**config.mk**
```make
export PLATFORM = sky130hd
export DESIGN_NAME = rials_top
export DESIGN_NICKNAME = d
export VERILOG_FILES = /design/src/hdl/rials_pkg.sv /design/src/hdl/rials_port.sv /design/src/hdl/rials_top.sv
export SDC_FILE = /design/constraint.sdc
export NUM_CORES = 1
export LEC_CHECK = 0
export BUFFER_PORTS_ARGS = -buffer_cell sky130_fd_sc_hd__buf_2
export CAP_MARGIN = 10
export CELL_PAD_IN_SITES_DETAIL_PLACEMENT = 0
export CELL_PAD_IN_SITES_GLOBAL_PLACEMENT = 2
export CORE_AREA = 4 4 131 133
export DETAILED_ROUTE_END_ITERATION = 10
export DIE_AREA = 0 0 135 137
export PLACE_DENSITY_LB_ADDON = 0.2
export SLEW_MARGIN = 20
export SYNTH_ARGS = -nofsm -noshare
export SYNTH_HDL_FRONTEND = slang
export SYNTH_SLANG_ARGS = --single-unit
```
**constraint.sdc**
```tcl
create_clock -name clk_i -period 2.1 [get_ports clk_i]
set_input_delay 0.315 -clock clk_i [delete_from_list [all_inputs] [get_ports clk_i]]
set_output_delay 0.315 -clock clk_i [all_outputs]
set_load 0.05 [all_outputs]
```
**src/hdl/rials_pkg.sv**
```systemverilog
package rials_pkg;
  localparam int unsigned rials_aw = 8;
  localparam int unsigned rials_dw = 8;
  // register word offsets; byte address is index times four
  localparam logic [7:0] rials_idx_slave_addr = 8'h07;
  localparam logic [7:0] rials_idx_slave_alias = 8'h08;
  localparam logic [7:0] rials_idx_crc_low = 8'h0a;
  localparam logic [7:0] rials_idx_crc_high = 8'h0b;
  localparam logic [7:0] rials_idx_status = 8'h0c;
  localparam logic [7:0] rials_idx_control = 8'h10;
  localparam logic [7:0] rials_idx_irq_status = 8'h11;
  localparam logic [7:0] rials_idx_irq_mask = 8'h12;
  localparam logic [7:0] rials_reset_byte = 8'h00;
  localparam logic [6:0] rials_addr_off = 7'h00;
  localparam logic [15:0] rials_cnt_max = 16'hffff;
  localparam logic [15:0] rials_cnt_one = 16'h0001;
  localparam int unsigned rials_ctl_crc_reset_bit = 5;
  localparam int unsigned rials_ctl_port_sel_bit = 0;
  localparam int unsigned rials_st_bist_bit = 3;
  localparam int unsigned rials_st_pclk_bit = 2;
  localparam int unsigned rials_st_des_bit = 1;
  localparam int unsigned rials_st_link_bit = 0;
  localparam int unsigned rials_nports = 2;
  localparam int unsigned rials_nirq = 4;

  // per-port link events from the control channel
  typedef struct packed {
    logic link_up;
    logic crc_error;
    logic bist_active;
    logic bist_start;
  } rials_link_t;

  // i2c address request and its forwarded form
  typedef struct packed {
    logic valid;
    logic [6:0] addr;
  } rials_i2c_t;

  typedef struct packed {
    logic hit;
    logic port;
    logic [6:0] addr;
  } rials_fwd_t;
endpackage : rials_pkg

```
**src/hdl/rials_port.sv**
```systemverilog
`timescale 1ns/1ps
`default_nettype none
module rials_port
  import rials_pkg::*;
(
  input wire logic clk_i,
  input wire logic rst_i,
  input wire rials_link_t link_i,
  input wire logic crc_reset_i,
  output logic [15:0] count_o,
  output logic bist_err_o,
  output logic des_err_o
);
  logic link_d;
  wire link_lost = link_d & ~link_i.link_up;
  wire at_max = (count_o == rials_cnt_max);

  always_ff @(posedge clk_i) begin
    if (rst_i) begin
      count_o <= '0;
      bist_err_o <= 1'b0;
      des_err_o <= 1'b0;
      link_d <= 1'b0;
    end else begin
      link_d <= link_i.link_up;
      if (crc_reset_i) begin
        count_o <= '0;
      end else if (link_i.crc_error && !at_max) begin
        count_o <= count_o + rials_cnt_one;
      end
      if (crc_reset_i || link_lost || link_i.bist_start) begin
        bist_err_o <= 1'b0;
      end else if (link_i.crc_error && link_i.bist_active) begin
        bist_err_o <= 1'b1;
      end
      if (crc_reset_i || link_lost) begin
        des_err_o <= 1'b0;
      end else if (link_i.crc_error && !link_i.bist_active) begin
        des_err_o <= 1'b1;
      end
    end
  end
endmodule : rials_port
`default_nettype wire

```
**src/hdl/rials_top.sv**
```systemverilog
// How it works
// an i2c address equal to the alias is forwarded with the stored slave address
// a zero slave address or zero alias disables access to that remote slave
// alias is 7 bits in bits 7:1, bit 0 reserved, compared with incoming addresses
// back-channel crc errors count in 16 bits, low byte at the lower address
// high byte sits at the next address; crc reset control clears the counter
// status bit sets on crc errors while self-test with the far end runs
// self-test error bit clears on link loss, self-test restart or crc reset
// pixel clock bit reads one while a valid pixel clock is present
// pixel clock bit stays set on sudden loss until an invalid clock appears
// normal-mode crc error flag sets on errors, clears on link loss or crc reset
// link detect bit reads one while the cable link is detected
// with second port selected, per-port fields show the second port
// crc reset bit five holds counters clear while set and never self-clears
// counter steps once per crc error and saturates at its maximum
`timescale 1ns/1ps
`default_nettype none
module rials_top
  import rials_pkg::*;
(
  input wire logic clk_i,
  input wire logic rst_i,
  input wire logic wb_cyc_i,
  input wire logic wb_stb_i,
  input wire logic wb_we_i,
  input wire logic [rials_aw-1:0] wb_adr_i,
  input wire logic [3:0] wb_sel_i,
  input wire logic [31:0] wb_dat_i,
  output logic [31:0] wb_dat_o,
  output logic wb_ack_o,
  output logic wb_err_o,
  input wire rials_link_t link0_i,
  input wire rials_link_t link1_i,
  input wire logic pclk_valid_i,
  input wire logic pclk_invalid_i,
  input wire rials_i2c_t i2c_req_i,
  output rials_fwd_t fwd_o,
  output logic irq_o
);
  logic [6:0] slave_addr [rials_nports];
  logic [6:0] slave_alias [rials_nports];
  logic [7:0] control;
  logic [rials_nirq-1:0] irq_status;
  logic [rials_nirq-1:0] irq_mask;
  logic pclk_det;
  logic [15:0] count [rials_nports];
  logic bist_err [rials_nports];
  logic des_err [rials_nports];
  logic [rials_nirq-1:0] irq_prev;

  wire port_sel = control[rials_ctl_port_sel_bit];
  wire crc_reset = control[rials_ctl_crc_reset_bit];
  wire psel = port_sel;
  wire [7:0] idx = {2'b00, wb_adr_i[rials_aw-1:2]};
  wire req = wb_cyc_i & wb_stb_i & ~wb_ack_o & ~wb_err_o;
  wire wr = req & wb_we_i & wb_sel_i[0];
  wire hit_addr = (idx == rials_idx_slave_addr);
  wire hit_alias = (idx == rials_idx_slave_alias);
  wire hit_low = (idx == rials_idx_crc_low);
  wire hit_high = (idx == rials_idx_crc_high);
  wire hit_stat = (idx == rials_idx_status);
  wire hit_ctl = (idx == rials_idx_control);
  wire hit_ist = (idx == rials_idx_irq_status);
  wire hit_imask = (idx == rials_idx_irq_mask);
  wire mapped = hit_addr | hit_alias | hit_low | hit_high | hit_stat | hit_ctl
                | hit_ist | hit_imask;
  wire rials_link_t link_sel = psel ? link1_i : link0_i;

  // per-port view of all port fields
  wire [6:0] cur_addr = slave_addr[psel];
  wire [6:0] cur_alias = slave_alias[psel];
  wire [15:0] cur_count = count[psel];
  wire [7:0] status_byte = {4'h0, bist_err[psel], pclk_det, des_err[psel],
                            link_sel.link_up};
  wire [rials_nirq-1:0] irq_src = {bist_err[psel], des_err[psel], pclk_det,
                                   link_sel.link_up};
  wire [rials_nirq-1:0] irq_evt = irq_src & ~irq_prev;

  logic [7:0] rd_byte;
  always_comb begin
    rd_byte = rials_reset_byte;
    if (hit_addr) rd_byte = {cur_addr, 1'b0};
    if (hit_alias) rd_byte = {cur_alias, 1'b0};
    if (hit_low) rd_byte = cur_count[7:0];
    if (hit_high) rd_byte = cur_count[15:8];
    if (hit_stat) rd_byte = status_byte;
    if (hit_ctl) rd_byte = control;
    if (hit_ist) rd_byte = {4'h0, irq_status};
    if (hit_imask) rd_byte = {4'h0, irq_mask};
  end

  // alias match on each port; zero in either field blocks the slave
  wire en0 = (slave_addr[0] != rials_addr_off) && (slave_alias[0] != rials_addr_off);
  wire en1 = (slave_addr[1] != rials_addr_off) && (slave_alias[1] != rials_addr_off);
  wire m0 = i2c_req_i.valid && en0 && (i2c_req_i.addr == slave_alias[0]);
  wire m1 = i2c_req_i.valid && en1 && (i2c_req_i.addr == slave_alias[1]);

  always_ff @(posedge clk_i) begin
    if (rst_i) begin
      fwd_o <= '0;
    end else begin
      fwd_o.hit <= m0 | m1;
      fwd_o.port <= ~m0 & m1;
      fwd_o.addr <= m0 ? slave_addr[0] : (m1 ? slave_addr[1] : rials_addr_off);
    end
  end

  always_ff @(posedge clk_i) begin
    if (rst_i) begin
      slave_addr[0] <= rials_addr_off;
      slave_addr[1] <= rials_addr_off;
      slave_alias[0] <= rials_addr_off;
      slave_alias[1] <= rials_addr_off;
      control <= rials_reset_byte;
      irq_mask <= '0;
    end else if (wr) begin
      if (hit_addr) slave_addr[psel] <= wb_dat_i[7:1];
      if (hit_alias) slave_alias[psel] <= wb_dat_i[7:1];
      if (hit_ctl) control <= wb_dat_i[7:0];
      if (hit_imask) irq_mask <= wb_dat_i[rials_nirq-1:0];
    end
  end

  // set wins over a write-one clear
  always_ff @(posedge clk_i) begin
    if (rst_i) begin
      irq_status <= '0;
      irq_prev <= '0;
    end else begin
      irq_prev <= irq_src;
      irq_status <= (irq_status & ~((wr && hit_ist) ? wb_dat_i[rials_nirq-1:0] : '0))
                    | irq_evt;
    end
  end

  // bit holds through abrupt loss of a valid clock; only an invalid clock drops the bit
  always_ff @(posedge clk_i) begin
    if (rst_i) begin
      pclk_det <= 1'b0;
    end else if (pclk_invalid_i) begin
      pclk_det <= 1'b0;
    end else if (pclk_valid_i) begin
      pclk_det <= 1'b1;
    end
  end

  always_ff @(posedge clk_i) begin
    if (rst_i) begin
      wb_ack_o <= 1'b0;
      wb_err_o <= 1'b0;
      wb_dat_o <= '0;
    end else begin
      wb_ack_o <= req & mapped;
      wb_err_o <= req & ~mapped;
      wb_dat_o <= {24'h000000, rd_byte};
    end
  end

  assign irq_o = |(irq_status & irq_mask);

  rials_port u_port0 (
    .clk_i(clk_i),
    .rst_i(rst_i),
    .link_i(link0_i),
    .crc_reset_i(crc_reset),
    .count_o(count[0]),
    .bist_err_o(bist_err[0]),
    .des_err_o(des_err[0])
  );

  rials_port u_port1 (
    .clk_i(clk_i),
    .rst_i(rst_i),
    .link_i(link1_i),
    .crc_reset_i(crc_reset),
    .count_o(count[1]),
    .bist_err_o(bist_err[1]),
    .des_err_o(des_err[1])
  );
endmodule : rials_top
`default_nettype wire

```
==> qor.txt, run 1 <==
RSZ-0062 raised after global routing -> false
Worst reg2reg startpoint -> slave_addr[0][1]
Data arrival, critical path -> 2.21 ns
Ant diodes -> 0
CTS Sinks -> 107
GRT overflow -> 0
Commonest cells in the netlist -> dfxtp_1 (79), nor2_1 (58), mux2i_1 (47), nand2_1 (43), and2_1 (29)
Clock-pin slew on the worst setup and hold paths -> 0.08 ns
Post-synth top area cell -> dfxtp_1
Post-synth EDFFs -> 28
Starting Density -> 34.1%
Clock Latency Late Sink -> 0.35 ns
I/O pin count -> 111
1st-iter DRT viols -> 215
Resized cells post-CTS -> 0
WS Path Type -> reg -> reg
Final Net Count -> 717
Initial antenna violation count -> 0
Slowest cell delay on critical path -> 0.59 ns
H-tree lvl count -> 3
CP startpoint -> slave_addr[0][1]
Die X -> 135 um
Max-Slew Margin vs Limit -> 62.8%
Total die area -> 0.0185 mm2
Routed WL -> 14200 um
Worst slew pin tran -> 0.543 ns
Worst-path fanout max -> 8
Max-cap violation count -> 0
Endpoints failing setup -> 0
Leak pwr -> 2.41 nW
Synthesized instance count -> 570
# hold bufs at CTS -> 0
Post-CTS Setup Bufs -> 0
#FFs+latches synth -> 107
Pwr per Cell Area -> 689 mW/mm2
First-pass GRT wire length -> 23200 um
Largest net degree at the start of global routing -> 38
Fmax -> 520 MHz
Die Ht -> 137 um
Max Root-Sink Buffers -> 2
Synth Flop Type -> dfxtp_1
Num CTS Buffers -> 9
GRT Total Usage -> 15.9%
Num rows -> 46
Worst-path cell chain -> or4_1, nor4_2, or4_4, nor3b_4, a22o_1
Drt drc -> 0
Hold Violations, Final -> 0
CTS tree -> done
Metal2 WL -> 6460 um
Slew Viols, Final -> 0
Root Buffer -> clkbuf_16
GP Congestion -> 0.860
Sequential-to-total area share from yosys stat -> 44.9%
Port-buffer cells -> 57
Synth async-reset ratio -> 0%
Worst ir drop on vdd -> 0.000367 V
Hpwl dp -> 11100 um
Area growth, synth to finish -> 18.0%
Clk_skew -> 0.00846 ns
Total number of yosys warnings -> 0
Worst endpoint required time -> 2.39 ns
Slowest-stage cell, CP -> or4_1
Via count -> 4318
Core area -> 0.0158 mm2
Distinct cells, synth -> 58
Top cell type's share of synthesized area -> 29.3%
Top Metal Used -> met4
HP Class -> in -> reg
Vias in the first global route -> 4352
Top-count cell post-synth -> dfxtp_1
Critical Path Start Type -> flip-flop
Status -> completed
Mean Syn Cell Area -> 9.47 um2
Final hold slack -> 0.114 ns
Post-placement cell area -> 0.00604 mm2
Metal-1 WL -> 7000 um
Critical path endpoint category -> flip-flop
# fillers -> 1605
Hold_sp -> pclk_invalid_i
Final min period -> 1.92 ns
Via/cell ratio -> 4.97
Top cells by area, synth -> dfxtp_1 (29%), edfxtp_1 (16%), mux2i_1 (8.7%), nor2_1 (4.0%), xnor2_1 (3.4%)
Mapped Area -> 0.00540 mm2
Router iterations before antenna repair -> 4
Final Cell Area -> 0.00637 mm2
Antenna-violating nets left -> 0
WL/cell -> 16.4 um
Tcrit/Tclk final -> 91.5%
Share of layout cells above drive strength 1 -> 19.6%
Total length of routed met3 wires -> 680 um
[path summary, 6_finish.rpt]
| path | end | slack (ns) | depth (start not counted) |
|---|---|---|---|
| max reg2reg | fwd_o[5] | 0.18 | 5 |
| max | fwd_o[5] | 0.18 | 5 |
| min | pclk_det | 0.11 | 2 |
| min reg2reg | wb_dat_o[4] | 0.45 | 2 |
[cells by family (layout without fill, tap and decap cells)]
kind of cell    after synthesis  in the layout  share of synthesized area (%)
fa+ha+maj                     2              2                          0.464
simple gates                232            232                           23.4
mux                          48             48                           8.92
flops                       107            107                           44.9
buf+inv                      51            111                           5.35
xor+xnor                     29             29                           4.71
other cells                   1             24                         0.0695
compound gates              100            100                           12.2
[state kept, by name, summed over array words and instances, names as in the netlist, named ones only]
name                count
u_port0.bist_err_o      1
irq_mask                4
fwd_o                   9
control                 8
irq_prev                4
slave_alias            14
u_port1.des_err_o       1
u_port0.count_o        16
pclk_det                1
u_port1.count_o        16
wb_err_o                1
u_port1.link_d          1
irq_status              4
u_port1.bist_err_o      1
slave_addr             14
wb_ack_o                1
u_port0.link_d          1
u_port0.des_err_o       1
wb_dat_o                8
[cells in the final DEF, fill, tap and decap left out, types with 3 or more instances in the layout]
master / instances
xnor2_1: 21
inv_6: 3
or4_1: 5
mux2i_1: 47
or2_2: 6
nand3_1: 18
nor2b_1: 10
or3_1: 8
clkbuf_16: 9
a22o_1: 7
buf_4: 31
nor4_2: 4
and2_1: 29
o22ai_1: 11
a21o_1: 3
xor2_1: 8
conb_1: 24
o211ai_1: 6
buf_2: 57
and3_1: 4
inv_1: 7
nand2_1: 43
nor4_1: 3
nor3_1: 13
nand4_1: 14
nor2_1: 58
a22oi_1: 4
edfxtp_1: 28
nand2b_1: 3
a31oi_1: 4
dfxtp_1: 79
a211oi_1: 5
and4_1: 3
o21ai_0: 20
a21oi_1: 24
[layout make-up]
type                            instances  area (um2)  area share [%]
Inverter                                7        26.3           0.412
Timing Repair Buffer                   88         518            8.13
Multi-Input combinational cell        435        2810            44.1
Clock buffer                            9         225            3.53
Sequential cell                       107        2420            38.0
Clock inverter                          7        96.3            1.51
Tap cell                              216         270            4.24
[through the flow]
stage / total power [W] / worst slack, ns / std cells / util [%] / TNS, ns
floorplan: 0.00253 / -0.0779 / 593 / - / -0.545
global placement: 0.00264 / 0.108 / 853 / 38.2 / 0
detailed placement: 0.00264 / 0.0864 / 853 / 38.2 / 0
CTS: 0.00445 / 0.0648 / 869 / 40.2 / 0
global route: 0.00458 / 0.0281 / 869 / 40.3 / 0
finish: 0.00439 / 0.179 / 869 / 40.3 / 0
[critical path, delay by kind of cell, from the launching register on]
| family | cells | cell delay [ns] |
|---|---|---|
| flops | 1 | 0.38 |
| compound gates | 1 | 0.20 |
| simple gates | 4 | 1.28 |
[report_power, final]
group | total (W) | switching [W] | internal (W)
logic | 0.000395 | 0.000276 | 0.000119
registers | 0.00220 | 0.0000413 | 0.00216
clock network | 0.00180 | 0.000841 | 0.000959
[routing by layer]
metal | up-vias | GRT usage (%)
li1 | 2169 | -
met1 | 2050 | 22.6
met2 | 93 | 25.0
met3 | 6 | 3.24
met4 | 0 | 3.98
met5 | - | 0
No activity file was read; power rests on OpenSTA's default activity.
==> run 2, diff against run 1 <==
--- a/config.mk
+++ b/config.mk
@@ -9,9 +9,10 @@
 export CAP_MARGIN = 10
 export CELL_PAD_IN_SITES_DETAIL_PLACEMENT = 0
 export CELL_PAD_IN_SITES_GLOBAL_PLACEMENT = 2
-export CORE_AREA = 4 4 131 133
+export CORE_AREA = 4 4 130 132
+export CTS_BUF_LIST = sky130_fd_sc_hd__clkbuf_8
 export DETAILED_ROUTE_END_ITERATION = 10
-export DIE_AREA = 0 0 135 137
+export DIE_AREA = 0 0 134 136
 export PLACE_DENSITY_LB_ADDON = 0.2
 export SLEW_MARGIN = 20
 export SYNTH_ARGS = -nofsm -noshare
==> qor.txt, run 2 (same netlist as run 1, synthesis figures left out) <==
Status -> completed
CTS Sinks -> 107
H-tree lvl count -> 3
Drt drc -> 0
Setup tns final -> 0 ns
Post-layout power -> 0.00383 W
Clock-pin slew on the worst setup and hold paths -> 0.11 ns
Data arrival, critical path -> 2.27 ns
Critical Path Start Type -> flip-flop
Pwr per Cell Area -> 614 mW/mm2
Max-cap violation count -> 0
1st-iter DRT viols -> 216
Antenna-violating nets left -> 0
Final Net Count -> 717
Final min period -> 1.97 ns
Tcrit/Tclk final -> 93.8%
Most common cell after layout, fill and taps aside -> dfxtp_1
WL/cell -> 16.4 um
Final Core Density -> 39.7%
Core area -> 0.0157 mm2
Initial antenna violation count -> 0
Max Root-Sink Buffers -> 2
WHS Endpoint -> pclk_det
Fmax -> 507 MHz
Critical path endpoint category -> flip-flop
Port-buffer cells -> 57
Final hold slack -> 0.0689 ns
CTS tree -> done
GP Congestion -> 0.837
Clock Latency Late Sink -> 0.39 ns
Num CTS Buffers -> 9
Reg2reg setup slack -> 0.13 ns
Die X -> 134 um
Leak pwr -> 2.35 nW
Hpwl dp -> 11100 um
# hold bufs at CTS -> 0
Via/cell ratio -> 4.97
Worst reg2reg startpoint -> slave_alias[1][1]
Worst-path fanout max -> 8
Worst slew pin tran -> 0.521 ns
Total die area -> 0.0182 mm2
Area growth, synth to finish -> 15.5%
WS Path Type -> reg -> reg
First-pass GRT wire length -> 23000 um
Hold_sp -> pclk_invalid_i
Slew Viols, Final -> 0
Root Buffer -> clkbuf_8
I/O pin count -> 111
Hold Path Stages -> 2
R2r endpoint -> fwd_o[5]
GRT overflow -> 0
Biggest registers after layout -> u_port0.count_o: 16 flops, u_port1.count_o: 16 flops
Endpoints failing setup -> 0
HP Class -> in -> reg
Starting Density -> 34.4%
Largest net degree at the start of global routing -> 38
Vias in the first global route -> 4227
Routed WL -> 14300 um
Via count -> 4322
Ant diodes -> 0
Worst r2r path cells -> 6
GRT Total Usage -> 16.1%
Router iterations before antenna repair -> 4
Most frequent cells in the layout -> dfxtp_1 (79), nor2_1 (58), buf_2 (57), mux2i_1 (47), nand2_1 (43)
RSZ-0062 raised after global routing -> false
Worst ir drop on vdd -> 0.000300 V
Clk_skew -> 0.0128 ns
Max-Slew Margin vs Limit -> 64.2%
Die Ht -> 136 um
Share of layout cells above drive strength 1 -> 19.4%
Hold Violations, Final -> 0
Num rows -> 46
Worst endpoint required time -> 2.39 ns
==> run 2: cell count changes in the layout (fill, tap and decap cells not counted), sizes merged <==
| cell | previous run | this run |
|---|---|---|
| clkinvlp | 1 | 0 |
| inv | 10 | 12 |
| bufinv | 1 | 0 |
==> run 2: timing repair <==
action	CTS	global route
buffers inserted	0	1
resized for setup	0	2
endpoints found under the hold margin	0	0
setup endpoints to repair	0	9
==> run 2: worst max path at each step <==
stage               slack, ns                  to                from
CTS                      0.02            fwd_o[5]    slave_addr[0][1]
finish                   0.13            fwd_o[5]   slave_alias[1][1]
global placement         0.09            fwd_o[0]    slave_addr[0][1]
detailed placement       0.05            fwd_o[0]    slave_addr[0][1]
floorplan               -0.08   slave_alias[1][0]            wb_err_o
global route            0.007  u_port0.count_o[9]  u_port0.count_o[9]
==> run 2: layer usage <==
| metal | part of all wire [%] | global-route usage [%] | vias to the layer above |
|---|---|---|---|
| li1 | - | - | 2162 |
| met1 | 49 | 22.7 | 2054 |
| met2 | 45 | 25.0 | 86 |
| met3 | 4.2 | 2.70 | 20 |
| met4 | 1.9 | 5.89 | 0 |
| met5 | 0 | 0 | - |
==> run 2: report_power, final <==
part / total (W) / switching, W / internal [W] / leakage [nW]
sequential: 0.00220 / 0.0000416 / 0.00216 / 0.926
clock: 0.00124 / 0.000784 / 0.000454 / 0.0992
combinational: 0.000392 / 0.000274 / 0.000118 / 1.33
==> run 2: cell type report <==
| cell class | count | area [um2] |
|---|---|---|
| Clock inverter | 7 | 57.6 |
| Inverter | 7 | 26.3 |
| Timing Repair Buffer | 88 | 518 |
| Clock buffer | 9 | 124 |
| Multi-Input combinational cell | 435 | 2820 |
| Fill cell | 1609 | 9480 |
| Tap cell | 216 | 270 |
| Sequential cell | 107 | 2420 |
==> run 2: metrics by stage <==
stage	cells	setup slack, ns	instance area, um2
floorplan	593	-0.0779	5510
global placement	852	0.0937	6030
detailed placement	852	0.0493	6030
CTS	868	0.0186	6210
global route	869	0.00737	6230
finish	869	0.130	6230
==> run 2: critical path: stages, from the launching register on <==
cell,delay [ns]
edfxtp_1,0.45
or4_1,0.54
nor4_1,0.21
or4_1,0.23
nor3b_4,0.05
buf_4,0.17
a22o_1,0.23
==> run 3, diff against run 2 <==
--- a/config.mk
+++ b/config.mk
@@ -5,14 +5,14 @@
 export SDC_FILE = /design/constraint.sdc
 export NUM_CORES = 1
 export LEC_CHECK = 0
-export BUFFER_PORTS_ARGS = -buffer_cell sky130_fd_sc_hd__buf_2
 export CAP_MARGIN = 10
 export CELL_PAD_IN_SITES_DETAIL_PLACEMENT = 0
 export CELL_PAD_IN_SITES_GLOBAL_PLACEMENT = 2
-export CORE_AREA = 4 4 130 132
+export CORE_AREA = 4 4 122 124
 export CTS_BUF_LIST = sky130_fd_sc_hd__clkbuf_8
 export DETAILED_ROUTE_END_ITERATION = 10
-export DIE_AREA = 0 0 134 136
+export DIE_AREA = 0 0 126 128
+export DONT_BUFFER_PORTS = 1
 export PLACE_DENSITY_LB_ADDON = 0.2
 export SLEW_MARGIN = 20
 export SYNTH_ARGS = -nofsm -noshare
==> qor.txt, run 3 (same netlist as run 1, synthesis figures left out) <==
CTS Sinks -> 107
Final hold slack -> 0.0502 ns
Die X -> 126 um
Core area -> 0.0138 mm2
I/O pin count -> 111
HP Class -> in -> reg
Largest net degree at the start of global routing -> 31
Total die area -> 0.0161 mm2
GP Congestion -> 0.855
WHS Endpoint -> u_port1.link_d
Slew Viols, Final -> 0
First-pass GRT wire length -> 22100 um
Final Cell Area -> 0.00590 mm2
Tcrit/Tclk final -> 95.8%
RSZ-0062 raised after global routing -> false
Antenna-violating nets left -> 0
# fillers -> 1414
Worst slew pin tran -> 0.640 ns
Hold_sp -> link1_i[3]
Via/cell ratio -> 5.38
Area growth, synth to finish -> 9.30%
Starting Density -> 39.2%
Post-placement cell area -> 0.00563 mm2
Worst-path fanout max -> 8
H-tree lvl count -> 3
Data arrival, critical path -> 2.30 ns
Hold Violations, Final -> 0
Router iterations before antenna repair -> 5
Max Root-Sink Buffers -> 2
Num CTS Buffers -> 9
Worst ir drop on vdd -> 0.000343 V
CTS tree -> done
Final min period -> 2.01 ns
Clock Latency Late Sink -> 0.40 ns
Routed WL -> 14100 um
Leak pwr -> 2.08 nW
Critical Path Start Type -> flip-flop
1st-iter DRT viols -> 224
Final Net Count -> 657
Share of layout cells above drive strength 1 -> 10.5%
Root Buffer -> clkbuf_8
GRT Total Usage -> 17.7%
Worst endpoint required time -> 2.39 ns
R2r endpoint -> fwd_o[4]
CP startpoint -> slave_alias[1][1]
Reg2reg setup slack -> 0.09 ns
Vias in the first global route -> 3997
Most frequent cells in the layout -> dfxtp_1 (79), nor2_1 (58), mux2i_1 (47), nand2_1 (43), and2_1 (29)
Biggest registers after layout -> u_port0.count_o: 16 flops, u_port1.count_o: 16 flops
Worst r2r path cells -> 6
Worst reg2reg startpoint -> slave_alias[1][1]
Max-cap violation count -> 0
Num rows -> 43
Initial antenna violation count -> 0
Clk_skew -> 0.0153 ns
Die Ht -> 128 um
WS Path Type -> reg -> reg
Clock-pin slew on the worst setup and hold paths -> 0.11 ns
Fmax -> 497 MHz
Max-Slew Margin vs Limit -> 57.3%
Port-buffer cells -> 0
WL/cell -> 18.3 um
Drt drc -> 0
Endpoints failing setup -> 0
Final Core Density -> 42.8%
Via count -> 4159
Status -> completed
Hold Path Stages -> 1
Most common cell after layout, fill and taps aside -> dfxtp_1
Hpwl dp -> 10600 um
GRT overflow -> 0
Ant diodes -> 0
Pwr per Cell Area -> 641 mW/mm2
Critical path endpoint category -> flip-flop
[run 3: power breakdown]
| part | switching (W) | internal [W] |
|---|---|---|
| logic | 0.000208 | 0.0000920 |
| registers | 0.0000498 | 0.00216 |
| clock network | 0.000808 | 0.000464 |
[run 3: final cells by class]
class,instances,area (um2),area share [%]
clock inverter,7,72.6,1.23
multi-input combinational,435,2810,47.6
inverter,7,26.3,0.445
tap,180,225,3.82
sequential,107,2420,41.1
clock buffer,9,124,2.10
timing repair buffer,28,220,3.73
[run 3: how the worst max path moves through the flow]
stage | endpoint | depth (start not counted)
after CTS | fwd_o[4] | 5
after global routing | fwd_o[6] | 6
after floorplan | slave_alias[1][0] | 5
final | fwd_o[4] | 6
after detailed placement | fwd_o[4] | 5
after global placement | fwd_o[1] | 5
[run 3: repair_timing]
action	in CTS	in global routing
resized for setup	0	1
hold endpoints to repair	30	0
setup endpoints to repair	0	7
hold buffers	6	0
buffers inserted	0	1
[run 3: worst max-delay path, stage by stage, from the launching register on]
cell	delay, ns
edfxtp_1	0.46
or4_1	0.53
nor4_1	0.22
or4_1	0.25
nor3b_4	0.05
buf_4	0.16
a22o_1	0.23
[run 3: stage by stage]
| step | setup WS (ns) | cells | TNS, ns | power (W) |
|---|---|---|---|---|
| floorplan | -0.0779 | 593 | -0.545 | 0.00253 |
| global placement | 0.113 | 750 | 0 | 0.00253 |
| detailed placement | 0.0591 | 750 | 0 | 0.00254 |
| CTS | 0.0211 | 772 | 0 | 0.00383 |
| global route | 0.00109 | 773 | 0 | 0.00395 |
| finish | 0.0891 | 773 | 0 | 0.00378 |
[run 3: layer usage]
layer | vias to the layer above | global-route usage [%] | wire length (um)
li1 | 2045 | - | -
met1 | 1980 | 24.1 | 6520
met2 | 117 | 27.5 | 6490
met3 | 17 | 4.67 | 919
met4 | 0 | 5.68 | 206
met5 | - | 0 | 0
